$ cat src/include/debug_cmd_pkg.sv
// package: opcodes, field positions, timing and carrier types of the debug command unit
`default_nettype none
package debug_cmd_pkg;
   // hardware command opcodes
   localparam logic [7:0] OP_ENTER_DEBUG      = 8'h90;
   localparam logic [7:0] OP_ACK_ON           = 8'hD5;
   localparam logic [7:0] OP_ACK_OFF          = 8'hD6;
   localparam logic [7:0] OP_DSPACE_BYTE_RD   = 8'hE4;
   localparam logic [7:0] OP_DSPACE_WORD_RD   = 8'hEC;
   localparam logic [7:0] OP_MEM_BYTE_RD      = 8'hE0;
   localparam logic [7:0] OP_MEM_WORD_RD      = 8'hE8;
   localparam logic [7:0] OP_DSPACE_BYTE_WR   = 8'hC4;
   localparam logic [7:0] OP_DSPACE_WORD_WR   = 8'hCC;
   localparam logic [7:0] OP_MEM_BYTE_WR      = 8'hC0;
   localparam logic [7:0] OP_MEM_WORD_WR      = 8'hC8;
   // firmware command opcodes
   localparam logic [7:0] OP_READ_NEXT        = 8'h62;
   localparam logic [7:0] OP_GET_PC           = 8'h63;
   localparam logic [7:0] OP_GET_SP           = 8'h67;
   localparam logic [7:0] OP_WRITE_NEXT       = 8'h42;
   localparam logic [7:0] OP_SET_PC           = 8'h43;
   localparam logic [7:0] OP_SET_SP           = 8'h47;
   localparam logic [7:0] OP_RESUME           = 8'h08;
   localparam logic [7:0] OP_RESUME_UNTIL     = 8'h0C;
   localparam logic [7:0] OP_SINGLE_STEP      = 8'h10;
   localparam logic [7:0] OP_TAG_RESUME       = 8'h18;
   // opcode field positions for memory commands
   localparam int         OP_BIT_WORD         = 3;
   localparam int         OP_BIT_DSPACE       = 2;
   // cpu register select codes, equal to the low opcode bits
   localparam logic [2:0] REG_PC              = 3'h3;
   localparam logic [2:0] REG_D               = 3'h4;
   localparam logic [2:0] REG_X               = 3'h5;
   localparam logic [2:0] REG_Y               = 3'h6;
   localparam logic [2:0] REG_SP              = 3'h7;
   localparam logic [15:0] X_STEP             = 16'h0002;
   // byte lanes: even address in high byte, odd in low byte
   localparam logic [1:0] BE_EVEN             = 2'h2;
   localparam logic [1:0] BE_ODD              = 2'h1;
   localparam logic [1:0] BE_WORD             = 2'h3;
   localparam logic [15:0] LANE_LOW           = 16'h00FF;
   localparam logic [15:0] LANE_HIGH          = 16'hFF00;
   // free-cycle hunt before stealing a cycle
   localparam int         STEAL_WAIT_CYCLES   = 128;
   localparam int         WAIT_CNT_W          = 8;
   // debug space window in the global map when active
   localparam logic [17:0] DSPACE_BASE        = 18'h3_FF00;
   localparam logic [17:0] DSPACE_LAST        = 18'h3_FFFF;

   // command delivered by the serial layer
   typedef struct packed {
      logic [7:0]  op;
      logic [15:0] addr;
      logic [15:0] data;
   } cmd_t;

   // memory access request towards the system bus
   typedef struct packed {
      logic [15:0] addr;
      logic [1:0]  be;
      logic        we;
      logic        dbg_space;
      logic [15:0] wdata;
   } mem_req_t;
endpackage
`default_nettype wire

$ cat src/debug_cmd_unit.sv
// debug command decoder and executor for the single-wire debug port
`default_nettype none
module debug_cmd_unit
(
   input  wire logic                     ref_clk,
   input  wire logic                     rst,
   // command side, from the serial shifter
   input  wire logic                     cmd_valid,
   input  wire debug_cmd_pkg::cmd_t      cmd,
   output logic                          cmd_ready,
   output logic [15:0]                   rd_data,
   output logic                          rd_valid,
   output logic                          ack_pulse,
   output logic                          ack_enabled,
   // debug enable and cpu state
   input  wire logic                     debug_enable,
   input  wire logic                     cpu_in_debug,
   output logic                          bgnd_req,
   output logic                          cpu_resume,
   output logic                          cpu_step,
   output logic                          cpu_freeze,
   output logic                          dspace_visible,
   output logic [17:0]                   dspace_base,
   output logic [17:0]                   dspace_last,
   // cpu register port
   output logic [2:0]                    reg_sel,
   output logic                          reg_we,
   output logic [15:0]                   reg_wdata,
   input  wire logic [15:0]              reg_rdata,
   // system bus port
   input  wire logic                     bus_idle,
   output logic                          mem_valid,
   output debug_cmd_pkg::mem_req_t       mem_req,
   input  wire logic                     mem_done,
   input  wire logic [15:0]              mem_rdata
);
   import debug_cmd_pkg::*;

   typedef enum logic [1:0] {S_IDLE, S_HUNT, S_ACCESS, S_NEXT} state_t;

   state_t                st_q;
   logic [WAIT_CNT_W-1:0] wait_q;
   logic                  steal_q;
   logic                  busy_q;
   logic                  ack_en_q;
   logic                  ack_q;
   logic                  leave_ack_q;
   logic                  enter_ack_q;
   logic                  in_dbg_q;
   logic                  bgnd_q;
   logic                  resume_q;
   logic                  step_q;
   logic [15:0]           rd_data_q;
   logic                  rd_valid_q;
   logic [2:0]            reg_sel_q;
   logic                  reg_we_q;
   logic [15:0]           reg_wdata_q;
   logic                  mem_valid_q;
   mem_req_t              mem_q;

   // command decode
   wire       take       = cmd_valid && (st_q == S_IDLE);
   wire [7:0] op         = cmd.op;
   wire       is_mem_rd  = (op == OP_DSPACE_BYTE_RD) || (op == OP_DSPACE_WORD_RD)
                        || (op == OP_MEM_BYTE_RD) || (op == OP_MEM_WORD_RD);
   wire       is_mem_wr  = (op == OP_DSPACE_BYTE_WR) || (op == OP_DSPACE_WORD_WR)
                        || (op == OP_MEM_BYTE_WR) || (op == OP_MEM_WORD_WR);
   wire       is_reg_rd  = (op >= OP_GET_PC) && (op <= OP_GET_SP);
   wire       is_reg_wr  = (op >= OP_SET_PC) && (op <= OP_SET_SP);
   wire       is_next    = (op == OP_READ_NEXT) || (op == OP_WRITE_NEXT);
   wire       is_go      = (op == OP_RESUME) || (op == OP_TAG_RESUME);
   wire       is_fw      = is_reg_rd || is_reg_wr || is_next || is_go
                        || (op == OP_RESUME_UNTIL) || (op == OP_SINGLE_STEP);
   wire       fw_ok      = is_fw && in_dbg_q;
   wire       dbg_rise   = cpu_in_debug && !in_dbg_q;
   wire       dbg_fall   = !cpu_in_debug && in_dbg_q;
   wire       steal_now  = (wait_q == WAIT_CNT_W'(STEAL_WAIT_CYCLES - 1));

   // byte lane selection for the addressed byte
   wire        odd_byte  = cmd.addr[0];
   wire        word_op   = op[OP_BIT_WORD];
   wire [1:0]  cmd_be    = word_op ? BE_WORD : (odd_byte ? BE_ODD : BE_EVEN);
   wire [15:0] cmd_addr  = {cmd.addr[15:1], 1'b0};
   wire [15:0] lane_mask = (mem_q.be == BE_ODD) ? LANE_LOW
                         : (mem_q.be == BE_EVEN) ? LANE_HIGH : (LANE_HIGH | LANE_LOW);
   wire [15:0] rd_lane   = mem_rdata & lane_mask;

   // handshake outputs and cpu controls
   assign cmd_ready      = (st_q == S_IDLE);
   assign rd_data        = rd_data_q;
   assign rd_valid       = rd_valid_q;
   assign ack_pulse      = ack_q;
   assign ack_enabled    = ack_en_q;
   assign bgnd_req       = bgnd_q;
   assign cpu_resume     = resume_q;
   assign cpu_step       = step_q;
   assign cpu_freeze     = (st_q == S_ACCESS) && (steal_q || busy_q);
   assign dspace_visible = in_dbg_q;
   assign dspace_base    = DSPACE_BASE;
   assign dspace_last    = DSPACE_LAST;
   assign reg_sel        = reg_sel_q;
   assign reg_we         = reg_we_q;
   assign reg_wdata      = reg_wdata_q;
   assign mem_valid      = mem_valid_q;
   assign mem_req        = '{addr: mem_q.addr, be: mem_q.be, we: mem_q.we,
                             dbg_space: mem_q.dbg_space && mem_valid_q,
                             wdata: mem_q.wdata};

   // command sequencer
   always_ff @(posedge ref_clk)
   begin
      if (rst)
      begin
         st_q        <= S_IDLE;
         wait_q      <= '0;
         steal_q     <= 1'b0;
         busy_q      <= 1'b0;
         mem_valid_q <= 1'b0;
         mem_q       <= '0;
         rd_data_q   <= '0;
         rd_valid_q  <= 1'b0;
         reg_sel_q   <= REG_PC;
         reg_we_q    <= 1'b0;
         reg_wdata_q <= '0;
         resume_q    <= 1'b0;
         step_q      <= 1'b0;
      end
      else
      begin
         rd_valid_q <= 1'b0;
         reg_we_q   <= 1'b0;
         resume_q   <= 1'b0;
         step_q     <= 1'b0;
         case (st_q)
            S_IDLE:
            begin
               wait_q  <= '0;
               steal_q <= 1'b0;
               busy_q  <= 1'b0;
               if (take && (is_mem_rd || is_mem_wr))
               begin
                  mem_q <= '{addr: cmd_addr, be: cmd_be, we: is_mem_wr,
                             dbg_space: op[OP_BIT_DSPACE], wdata: cmd.data};
                  st_q  <= S_HUNT;
               end
               else if (take && fw_ok && is_next)
               begin
                  reg_sel_q <= REG_X;
                  mem_q     <= '{addr: '0, be: BE_WORD, we: (op == OP_WRITE_NEXT),
                                 dbg_space: 1'b1, wdata: cmd.data};
                  st_q      <= S_NEXT;
               end
               else if (take && fw_ok && is_reg_rd)
               begin
                  reg_sel_q  <= op[2:0];
                  st_q       <= S_NEXT;
                  mem_q.we   <= 1'b0;
                  mem_q.be   <= '0;
               end
               else if (take && fw_ok && is_reg_wr)
               begin
                  reg_sel_q   <= op[2:0];
                  reg_we_q    <= 1'b1;
                  reg_wdata_q <= cmd.data;
               end
               else if (take && fw_ok && (is_go || op == OP_RESUME_UNTIL))
                  resume_q <= 1'b1;
               else if (take && fw_ok && (op == OP_SINGLE_STEP))
                  step_q <= 1'b1;
            end
            S_HUNT:
            begin
               // take the next free cycle, else steal one
               wait_q <= wait_q + 1'b1;
               if (bus_idle || steal_now)
               begin
                  steal_q     <= !bus_idle;
                  mem_valid_q <= 1'b1;
                  st_q        <= S_ACCESS;
               end
            end
            S_NEXT:
            begin
               if (mem_q.be == '0)
               begin
                  // plain register read: value is ready this cycle
                  rd_data_q  <= reg_rdata;
                  rd_valid_q <= 1'b1;
                  st_q       <= S_IDLE;
               end
               else
               begin
                  reg_we_q    <= 1'b1;
                  reg_wdata_q <= reg_rdata + X_STEP;
                  mem_q.addr  <= reg_rdata + X_STEP;
                  mem_valid_q <= 1'b1;
                  st_q        <= S_ACCESS;
               end
            end
            S_ACCESS:
            begin
               busy_q <= !mem_done;
               if (mem_done)
               begin
                  mem_valid_q <= 1'b0;
                  rd_data_q   <= mem_q.we ? rd_data_q : rd_lane;
                  rd_valid_q  <= !mem_q.we;
                  st_q        <= S_IDLE;
               end
            end
            default: st_q <= S_IDLE;
         endcase
      end
   end

   // debug entry request, handshake mode and pending acknowledges
   always_ff @(posedge ref_clk)
   begin
      if (rst)
      begin
         ack_en_q    <= 1'b0;
         ack_q       <= 1'b0;
         bgnd_q      <= 1'b0;
         leave_ack_q <= 1'b0;
         enter_ack_q <= 1'b0;
         in_dbg_q    <= 1'b0;
      end
      else
      begin
         in_dbg_q <= cpu_in_debug;
         ack_q    <= 1'b0;
         if (take && op == OP_ACK_ON)
         begin
            ack_en_q <= 1'b1;
            ack_q    <= 1'b1;
         end
         else if (take && op == OP_ACK_OFF)
            ack_en_q <= 1'b0;
         else if (ack_en_q && (rd_valid_q || reg_we_q && st_q == S_IDLE
                  || st_q == S_ACCESS && mem_done && mem_q.we))
            ack_q <= 1'b1;
         else if (ack_en_q && (leave_ack_q && dbg_fall || enter_ack_q && dbg_rise))
            ack_q <= 1'b1;
         // entry request stays up until the cpu reports debug mode or debug_enable drops
         if (take && op == OP_ENTER_DEBUG && debug_enable && !in_dbg_q)
            bgnd_q <= 1'b1;
         else if (cpu_in_debug || !debug_enable)
            bgnd_q <= 1'b0;
         if (take && fw_ok && is_go)
            leave_ack_q <= 1'b1;
         else if (dbg_fall)
            leave_ack_q <= 1'b0;
         if (take && (op == OP_ENTER_DEBUG && debug_enable
                      || fw_ok && (op == OP_RESUME_UNTIL || op == OP_SINGLE_STEP)))
            enter_ack_q <= 1'b1;
         else if (dbg_rise)
            enter_ack_q <= 1'b0;
      end
   end

   // checks on the sequencer, the handshake and the entry request
   steal_bound_a: assert property (@(posedge ref_clk) disable iff (rst)
      $rose(st_q == S_HUNT) |-> ##[1:129] (st_q == S_ACCESS))
      else $error("no bus cycle taken within the steal limit");
   freeze_hold_a: assert property (@(posedge ref_clk) disable iff (rst)
      (st_q == S_ACCESS) && cpu_freeze && !mem_done |=> cpu_freeze)
      else $error("cpu released before access completed");
   dspace_window_a: assert property (@(posedge ref_clk) disable iff (rst)
      mem_req.dbg_space |-> mem_valid)
      else $error("debug space mapped outside an access");
   ack_gated_a: assert property (@(posedge ref_clk) disable iff (rst)
      ack_pulse |-> ack_en_q)
      else $error("ack pulse with handshake disabled");
   ack_on_a: assert property (@(posedge ref_clk) disable iff (rst)
      take && (op == OP_ACK_ON) |=> ack_pulse && ack_en_q)
      else $error("handshake enable did not ack");
   ack_off_a: assert property (@(posedge ref_clk) disable iff (rst)
      take && (op == OP_ACK_OFF) |=> !ack_pulse && !ack_en_q)
      else $error("handshake disable misbehaved");
   enter_ignored_a: assert property (@(posedge ref_clk) disable iff (rst)
      take && (op == OP_ENTER_DEBUG) && !debug_enable && !bgnd_q |=> !bgnd_q)
      else $error("enter request raised while disabled");
   fw_ignored_a: assert property (@(posedge ref_clk) disable iff (rst)
      take && is_fw && !in_dbg_q |=> (st_q == S_IDLE) && !reg_we && !cpu_resume && !cpu_step)
      else $error("firmware command acted outside debug");
   next_step_a: assert property (@(posedge ref_clk) disable iff (rst)
      (st_q == S_NEXT) && (mem_q.be != '0) |=> reg_we && (reg_wdata == $past(reg_rdata) + X_STEP))
      else $error("index not advanced by two");
   rd_pulse_a: assert property (@(posedge ref_clk) disable iff (rst)
      rd_valid |=> !rd_valid)
      else $error("read strobe longer than one cycle");

endmodule // debug_cmd_unit
`default_nettype wire

$ cat config.mk
export PLATFORM = sky130hd
export DESIGN_NAME = debug_cmd_unit
export DESIGN_NICKNAME = d
export VERILOG_FILES = /design/src/include/debug_cmd_pkg.sv /design/src/debug_cmd_unit.sv
export SDC_FILE = /design/constraint.sdc
export NUM_CORES = 1
export LEC_CHECK = 0
export BUFFER_PORTS_ARGS = -buffer_cell sky130_fd_sc_hd__buf_2
export CAP_MARGIN = 10
export CORE_UTILIZATION = 53
export CTS_CLUSTER_DIAMETER = 40
export DETAILED_ROUTE_END_ITERATION = 7
export GPL_ROUTABILITY_DRIVEN = 0
export PLACE_DENSITY_LB_ADDON = 0.08
export SYNTH_ARGS = -nofsm -noshare
export SYNTH_HDL_FRONTEND = slang
export SYNTH_SLANG_ARGS = --single-unit
$ cat constraint.sdc
create_clock -name ref_clk -period 6.7 [get_ports ref_clk]
set_input_delay 0.67 -clock ref_clk [delete_from_list [all_inputs] [get_ports ref_clk]]
set_output_delay 0.67 -clock ref_clk [all_outputs]
set_load 0.01 [all_outputs]
# After elaboration in Yosys (flattened, before gate mapping)
# Cells that the tools add are included.
# word_totals
ff_bits	94
input_bits	79
out_inout_bits	118
elab_cells	212
# classes
addsub	2
magnitude_cmp	4
eq_ne	34
mux	61
bitwise_logic	3
n_reduce_logical	85
# ops
operator	n
2-to-1 mux 16 bit	10
one-hot mux 16 bit (2 select lines)	3
== test 8 bit (second input constant)	11
2-to-1 mux 36 bit	1
logical AND 1 bit	31
2-to-1 mux 1 bit	25
== test 8 x 7 -> 1 bit (second input constant)	3
logical OR 1 bit	23
nonzero test 2 bit	9
2-to-1 mux 17 bit	1
adder 16 x 2 -> 16 bit (second input constant)	1
AND 16 bit	1
== test 8 x 4 -> 1 bit (second input constant)	2
== test 8 x 5 -> 1 bit (second input constant)	2
>= comparator 8 x 7 -> 1 bit (second input constant)	2
less-or-equal comparator 8 x 7 -> 1 bit (second input constant)	2
2-to-1 mux 2 bit	8
!= test 2 bit (second input constant)	8
one-hot mux 8 bit (2 select lines)	1
2-to-1 mux 3 bit	5
AND reduction 3 bit	3
nonzero test 3 bit	3
adder 8 x 1 -> 8 bit (second input constant)	1
2-to-1 mux 8 bit	1
16 further kinds	32

# Longest topological paths before layout
# Gate-level depths: netlist of the first run.
# depth
word_depth	15
depth_mapped	11
depth_no_buf	7

# Least setup slack after synthesis of the first run
# OpenSTA, ideal clock, no wires.
# synth_path
kind	input to register
start	input cmd[32] in the netlist's numbering
end	register mem_q, in the netlist mem_req[33]
setup_time_ns	0.131
arrival_time_ns	2.332
required_ns	6.569
slack_ns	4.237
cell_stages	6
path_buffers	1
path_cell_list	or3b_1 or4_4 a311o_2 clkbuf_8 a221oi_1 nor3_2
# synth_between
elab_chain_len	12
elab_cells_between_ends	42
cone_classes	order compare: 4; eq/ne: 15; mux: 2; reduce/logical: 21
# synth_lines
element	line_no	source
start, declared	debug_cmd_unit.sv:9	input wire debug_cmd_pkg::cmd_t cmd,
>= comparator 8 x 7 -> 1 bit, or another cell as far along	debug_cmd_unit.sv:68	wire is_reg_rd = (op >= OP_GET_PC) && (op <= OP_GET_SP);
logical AND 1 bit, on equally long branches	debug_cmd_unit.sv:68, debug_cmd_unit.sv:69	
logical OR 1 bit (3 in a row)	debug_cmd_unit.sv:72	wire is_fw = is_reg_rd || is_reg_wr || is_next || is_go
logical OR 1 bit (2 in a row)	debug_cmd_unit.sv:73	|| (op == OP_RESUME_UNTIL) || (op == OP_SINGLE_STEP);
logical AND 1 bit	debug_cmd_unit.sv:74	wire fw_ok = is_fw && in_dbg_q;
logical AND 1 bit (2 in a row)	debug_cmd_unit.sv:146	else if (take && fw_ok && is_next)
!= test 3 x 1 -> 1 bit (no source line)	-	
AND reduction 3 bit (no source line)	-	
end signal, assigned	debug_cmd_unit.sv:142	mem_q <= '{addr: cmd_addr, be: cmd_be, we: is_mem_wr,
end signal, assigned	debug_cmd_unit.sv:149	mem_q <= '{addr: '0, be: BE_WORD, we: (op == OP_WRITE_NEXT),
end, declared	debug_cmd_unit.sv:59	mem_req_t mem_q;
# Several ways; a longest one is shown, not always the timed one.
# A chain may end at the register's enable or synchronous reset.

# Worst setup path in the final report of the first run
# layout_path
start	register st_q[1]
end	register reg_wdata_q[13] (netlist: reg_wdata[13])
# layout_between
elab_chain_len	6
elab_cells_between_ends	16
cone_classes	eq/ne: 6; mux: 1; reduce/logical: 9
# layout_lines
element	line_no	source
start, declared	debug_cmd_unit.sv:41	state_t st_q;
start signal, assigned	debug_cmd_unit.sv:114	st_q <= S_IDLE;
start signal, assigned	debug_cmd_unit.sv:144	st_q <= S_HUNT;
start signal, assigned	debug_cmd_unit.sv:151	st_q <= S_NEXT;
logical NOT 2 bit	debug_cmd_unit.sv:62, debug_cmd_unit.sv:134	
logical AND 1 bit	debug_cmd_unit.sv:62	wire take = cmd_valid && (st_q == S_IDLE);
logical AND 1 bit	debug_cmd_unit.sv:146, debug_cmd_unit.sv:153, debug_cmd_unit.sv:160	
logical AND 1 bit, on equally long branches	debug_cmd_unit.sv:160, debug_cmd_unit.sv:146, debug_cmd_unit.sv:153	
!= test 2 x 1 -> 1 bit (no source line) or != test 2 bit (tied branches)	-	
AND reduction 6 bit (no source line)	-	
end signal, assigned	debug_cmd_unit.sv:164	reg_wdata_q <= cmd.data;
end signal, assigned	debug_cmd_unit.sv:194	reg_wdata_q <= reg_rdata + X_STEP;
end, declared	debug_cmd_unit.sv:57	logic [15:0] reg_wdata_q;
# Several ways; a longest one is shown, not always the timed one.

==> results of run 1 <==
[final cells by class]
| class | instances | area (um2) | share of cell area |
|---|---|---|---|
| multi-input cells | 449 | 2630 | 0.458 |
| repair buffers | 162 | 816 | 0.142 |
| well taps | 129 | 161 | 0.0281 |
| flip-flops and latches | 94 | 1880 | 0.328 |
| clock buffers | 9 | 124 | 0.0216 |
| clock inverters | 7 | 96.3 | 0.0168 |
| inverters | 9 | 33.8 | 0.00588 |
[cells in the final DEF, fill, tap and decap left out, types with 3 or more instances in the layout]
master       n
a221oi_1     9
o21ai_0     13
mux2i_1      9
conb_1      36
a311oi_1    15
nor3_1      11
nor3_2       8
o31ai_1      4
nor2b_1      5
nand3_1     27
nor4_1       6
nand2_1     65
nor2_1      62
inv_1        9
a41oi_1      3
or4_1        3
nand4_1      3
or2_2        5
ha_1         6
and3_1       3
and2_1       5
nand3b_1     8
dfxtp_1     94
a21oi_1     52
o2bb2ai_1    4
a31oi_1      4
mux2_2       4
or3_1        3
clkbuf_8     9
a21o_1       3
xor2_1      10
a211oi_1    11
nand2b_1    23
buf_2      160
nor3b_1      4
o211ai_1     5
[state kept, by name, summed over array words and instances, names as in the netlist]
signal / cells
ack_pulse: 1
mem_req: 35
steal_q: 1
cpu_resume: 1
bgnd_req: 1
ack_enabled: 1
reg_wdata: 16
busy_q: 1
reg_sel: 3
reg_we: 1
mem_valid: 1
rd_data: 16
rd_valid: 1
cpu_step: 1
enter_ack_q: 1
leave_ack_q: 1
dspace_visible: 1
st_q: 2
wait_q: 8
mem_q: 1
[cell families after synthesis]
group,after synthesis
and+or+nand+nor,248
AOI/OAI and AO/OA,133
buffers and inverters,118
DFF,94
muxes,13
xor gates and xnor gates,12
adders and majority gates,7
other,2
[path summary, 6_finish.rpt]
check / cells after the start / endpoint / slack [ns] / from
setup / recovery: 7 / reg_wdata[13]$_SDFFE_PP0P_ / 3.43 / st_q[1]$_SDFFE_PP0P_
hold / removal: 2 / mem_req[11]$_SDFFE_PP0P_ / 0.46 / mem_req[11]$_SDFFE_PP0P_
hold reg to reg: 2 / mem_req[11]$_SDFFE_PP0P_ / 0.46 / mem_req[11]$_SDFFE_PP0P_
setup reg to reg: 7 / reg_wdata[13]$_SDFFE_PP0P_ / 3.43 / st_q[1]$_SDFFE_PP0P_
[routing by layer]
| layer | vias up | routed length, um | global-route usage | part of all wire |
|---|---|---|---|---|
| met4 | 0 | 297 | 0.0803 | 0.023 |
| met3 | 22 | 799 | 0.0583 | 0.061 |
| met5 | - | 0 | 0 | 0 |
| met2 | 175 | 6320 | 0.437 | 0.48 |
| met1 | 2159 | 5690 | 0.314 | 0.43 |
| li1 | 2283 | - | - | - |
[power by group]
| group | internal, uW | switching (uW) | leakage (uW) | total [uW] |
|---|---|---|---|---|
| Combinational | 159 | 243 | 0.00155 | 403 |
| Clock | 212 | 208 | 0.000114 | 420 |
| Sequential | 616 | 33.6 | 0.000760 | 649 |
| Total | 987 | 485 | 0.00243 | 1470 |
[metrics by stage]
stage / setup slack [ns] / std cells / util / instance area, um2 / total power [uW]
2_1_floorplan: 4.24 / 661 / - / 5290 / 998
3_3_place_gp: 3.57 / 843 / 0.592 / 5520 / 1050
3_5_place_dp: 3.49 / 843 / 0.592 / 5520 / 1060
4_1_cts: 3.46 / 859 / 0.616 / 5740 / 1480
5_1_grt: 3.13 / 859 / 0.616 / 5740 / 1560
6_report: 3.43 / 859 / 0.616 / 5740 / 1470
[tightest hold or removal path: stages (launching register included)]
cell,delay (ns)
dfxtp_1,0.32
nand2_1,0.05
a21oi_1,0.05
==> flow_summary.ini, run 1 <==
[clocking]
cts_tree = done
clock_latency_ns = 0.36
htree_levels = 3
cts.sinks = 94
cts_hold_buf = 0
cts.clk_slew.worst_paths_ns = 0.09
cts_buffers = 9
cts-resized-gates = 0
root_buffer = clkbuf_8
cts_setup_buffers = 0
cts_max_path_buffers = 2

[die]
ios = 197
start_util = 0.554
coreArea_um2 = 9330
die_h_um = 101
die_x_um = 101
placementRows = 35
die_area_um2 = 10100

[cells_and_area]
nets = 810
n_fill_cell = 921
synthToLayoutAreaGrowth_pct = 11.2
layout-drive-gt1-share = 0.275
antenna_cells = 0

[global_route]
grt_start_max_net_pins = 94
grt_usage = 0.254
overflow = 0
grt_pass1_wl_um = 20400
antenna_found_initial = 0
grt_pass1_vias = 4172

[setup_path]
crit_fanout = 17
arrival_ns = 3.53
critPathTopFamily = compound AO/OA/AOI/OAI gates
critPathKind = reg -> reg
crit_path_start_kind = register
crit_chain = inv_1, ha_1, nand4b_1, or3_1, o41ai_2, nor2_1, a32o_1
endpoint_kind = register
worst-path-buf-inv = 1
cp.required_ns = 6.96
crit_path_top_delay_cell = o41ai_2
cpPeakStageDelay_ns = 1.02

[synthesis]
yosysTopAreaCellShare = 0.364
ys_seq_area_frac = 0.364
synth_top_family_by_area = simple AND/OR/NAND/NOR gates
yosys-top-cells-count = dfxtp_1 (94), buf_4 (73), nand2_1 (65)
synthArstFlopShare = 0
yosys_warnings = 0
synth_cells = 627
synth_adder_area_share = 0.0165
synth_xor_area_frac = 0.0203
yosys.area_share.simple = 0.244
synth_area_leaders = dfxtp_1 (36%), buf_4 (11%), a21oi_1 (5.0%)
synth_top_area_cell = dfxtp_1
syn_area_um2 = 5170
synth_seq_cells = 94
synth_edf_count = 0
avgSynthCellArea_um2 = 8.24
synth_ff_type = dfxtp_1
muxShareOfSynthArea = 0.0262
synth_compound_area_frac = 0.176
ys_types = 59
synth_most_common_cell = dfxtp_1

[routing]
drtPass1Iterations = 4
wl_um = 13100
detail_route.iter0.violations = 218
vias_per_cell = 5.40
drcViolationCount = 0
post_drt_wl_per_cell_um = 15.3
vias = 4639
ant_nets = 0

[run]
drv_cap = 0

[timing]
period_share = 0.489
clock_skew_ns = 0.00777
max_freq_mhz = 305
hold_viol_final = 0
setup_viol = 0
period_needed_ns = 3.27
grt_setup_unrepaired = false
finalMaxSlewViolations = 0
relSlewSlack = 0.244
hold_slack_ns = 0.456
tightest_slew_ns = 1.12
tns_ns = 0

[place]
place_hpwl_um = 9630
io_buffer_count = 160

[outcome]
status = finished clean

[hold_path]
hp-class = reg -> reg

[power]
p_leak_uw = 0.00243
ir_worst_vdd_uv = 128
p_per_area_nw_per_um2 = 256
(Power assumes the default switching activity.)
==> inputs of run 2 (changes only) <==
--- a/config.mk
+++ b/config.mk
@@ -7,7 +7,7 @@
 export LEC_CHECK = 0
 export BUFFER_PORTS_ARGS = -buffer_cell sky130_fd_sc_hd__buf_2
 export CAP_MARGIN = 10
-export CORE_UTILIZATION = 53
+export CORE_UTILIZATION = 50
 export CTS_CLUSTER_DIAMETER = 40
 export DETAILED_ROUTE_END_ITERATION = 7
 export GPL_ROUTABILITY_DRIVEN = 0
==> constraint.sdc (replaced) <==
create_clock -name ref_clk -period 3.4 [get_ports ref_clk]
set_input_delay 0.34 -clock ref_clk [delete_from_list [all_inputs] [get_ports ref_clk]]
set_output_delay 0.34 -clock ref_clk [all_outputs]
set_load 0.01 [all_outputs]
==> run 2 against run 1 <==
Net effect:
- die area increased by 5.9%
- flip-flop and latch count unchanged
- via count increased by 2.0%
- routed wire length increased by 1.9%
- sequential share of layout area decreased by 0.31 points
- register-to-register slack got worse by 2.7 ns
- clock power increased by 90%
- power increased by 96%
- combinational power increased by 100%
- clock skew increased by 0.0083 ns
- critical path type unchanged
- critical endpoint is now mem_req[24]$_SDFFE_PP0P_
==> flow_summary.ini, run 2 (same netlist as run 1, synthesis figures left out) <==
[power]
seq_power_share = 0.444
switching_share = 0.345
p_leak_uw = 0.00246
p_total_uw = 2890
p_per_area_nw_per_um2 = 498
ir_worst_vdd_uv = 209
p_clk_frac = 0.277
share_comb_of_total_power = 0.279
internal_power_uw = 1890
p_switching_uw = 995

[clocking]
cts_tree = done
htree_levels = 3
cts.clk_slew.worst_paths_ns = 0.11
cts-resized-gates = 0
cts_hold_buf = 0
root_buffer = clkbuf_8
cts_max_path_buffers = 2
clock_latency_ns = 0.37
cts.sinks = 94
cts_buffers = 9
cts_setup_buffers = 0

[die]
ios = 197
coreArea_um2 = 9910
start_util = 0.521
placementRows = 36
die_x_um = 104
die_h_um = 104
die_area_um2 = 10700

[setup_path]
crit_path_start_kind = register
cp.required_ns = 3.68
critPathKind = reg -> reg
worst-path-buf-inv = 1
critPathTopFamily = compound AO/OA/AOI/OAI gates
rr_worst_depth = 7
crit_chain = inv_1, ha_1, nand3_1, or4_1, a311oi_4, nor2_1, a211oi_1
crit_path_top_delay_cell = a311oi_4
ff2ff_setup_slack_ns = 0.73
cpPeakStageDelay_ns = 0.81
endpoint_kind = register
arrival_ns = 2.95
r2r-end = mem_req[24]$_SDFFE_PP0P_
crit_fanout = 18
reg2reg_from = st_q[1]$_SDFFE_PP0P_

[hold_path]
min_delay_path_depth = 3
holdPathEnd = mem_req[2]$_SDFFE_PP0P_
hp-class = in -> reg
min_from = cmd[2]

[routing]
vias = 4731
dr_wl_met2_um = 6490
ant_nets = 0
routedLengthMet1_um = 5700
drcViolationCount = 0
top_layer = met4
wl_um = 13400
post_drt_wl_per_cell_um = 15.3
wl_met3_um = 934
drtPass1Iterations = 5
detail_route.iter0.violations = 272
vias_per_cell = 5.43

[timing]
finalMaxSlewViolations = 0
max_freq_mhz = 375
clock_skew_ns = 0.0161
hold_viol_final = 0
worst_slack_ns = 0.733
tightest_slew_ns = 0.825
setup_viol = 0
relSlewSlack = 0.450
period_share = 0.785
period_needed_ns = 2.67
tns_ns = 0
grt_setup_unrepaired = false

[place]
dp_slack_ns = 0.777
place_hpwl_um = 10100
io_buffer_count = 160
post-place-cells = 855
placed_cell_area_um2 = 5590

[global_route]
grt_usage = 0.241
grt_pass1_wl_um = 21000
grt_pass1_vias = 4207
antenna_found_initial = 0
overflow = 0
grt_start_max_net_pins = 44

[cells_and_area]
layout_commonest_cell = buf_2
largest_reg_flops = 35
final_area_um2 = 5800
nets = 818
synthToLayoutAreaGrowth_pct = 12.3
n_fill_cell = 951
antenna_cells = 0
layout-drive-gt1-share = 0.283
instances_no_fill = 871
final_cell_mix = buf_2 (160), dfxtp_1 (94), nand2_1 (65)

[run]
drv_cap = 0

[outcome]
status = finished clean
==> run 2: cell types whose count changed in the layout (fill, tap and decap cells not counted), sizes merged <==
cell / change
buf: +8
bufinv: -1
clkinv: -4
clkinvlp: +1
inv: +4
==> run 2: worst max path at each step <==
stage | start | endpoint | slack, ns | cells past startpoint
detailed placement | st_q[1]$_SDFFE_PP0P_ | mem_req[24]$_SDFFE_PP0P_ | 0.78 | 7
global placement | st_q[0]$_SDFFE_PP0P_ | mem_req[24]$_SDFFE_PP0P_ | 0.94 | 7
finish | st_q[1]$_SDFFE_PP0P_ | mem_req[24]$_SDFFE_PP0P_ | 0.73 | 7
floorplan | st_q[0]$_SDFFE_PP0P_ | mem_req[33]$_SDFFE_PP0P_ | 0.95 | 10
global route | st_q[1]$_SDFFE_PP0P_ | mem_req[24]$_SDFFE_PP0P_ | 0.51 | 7
CTS | st_q[1]$_SDFFE_PP0P_ | mem_req[24]$_SDFFE_PP0P_ | 0.75 | 7
==> run 2: through the flow <==
step            util  hold WS (ns)
2_1_floorplan      -         0.432
3_3_place_gp   0.564         0.436
3_5_place_dp   0.564         0.446
4_1_cts        0.585         0.201
5_1_grt        0.585         0.215
6_report       0.585         0.213
==> run 2: area by class of cell <==
cell class,instances,area [um2],share of cell area
Clock inverter,7,86.3,0.0149
Multi-Input combinational cell,449,2630,0.454
Tap cell,133,166,0.0287
Clock buffer,9,124,0.0214
Inverter,9,33.8,0.00583
Timing Repair Buffer,170,876,0.151
Sequential cell,94,1880,0.324
==> run 2: power by group through the flow <==
stage                     Combinational [uW]  Clock [uW]  Sequential [uW]
after detailed placement                 804           0             1310
final                                    807         800             1280
after CTS                                805         816             1280
after global routing                     890         853             1300
after floorplan                          658           0             1310
after global placement                   783           0             1310
==> run 2: metal layers <==
layer | GRT usage | vias to the layer above
li1 | - | 2312
met1 | 0.309 | 2199
met2 | 0.412 | 202
met3 | 0.0403 | 18
met4 | 0.0755 | 0
met5 | 0 | -
==> run 2: worst reg2reg max path: stages (launching register included) <==
cell and delay, ns:
dfxtp_1 0.35, inv_1 0.10, ha_1 0.20, nand3_1 0.14, or4_1 0.63, a311oi_4 0.82
nor2_1 0.10, a211oi_1 0.26
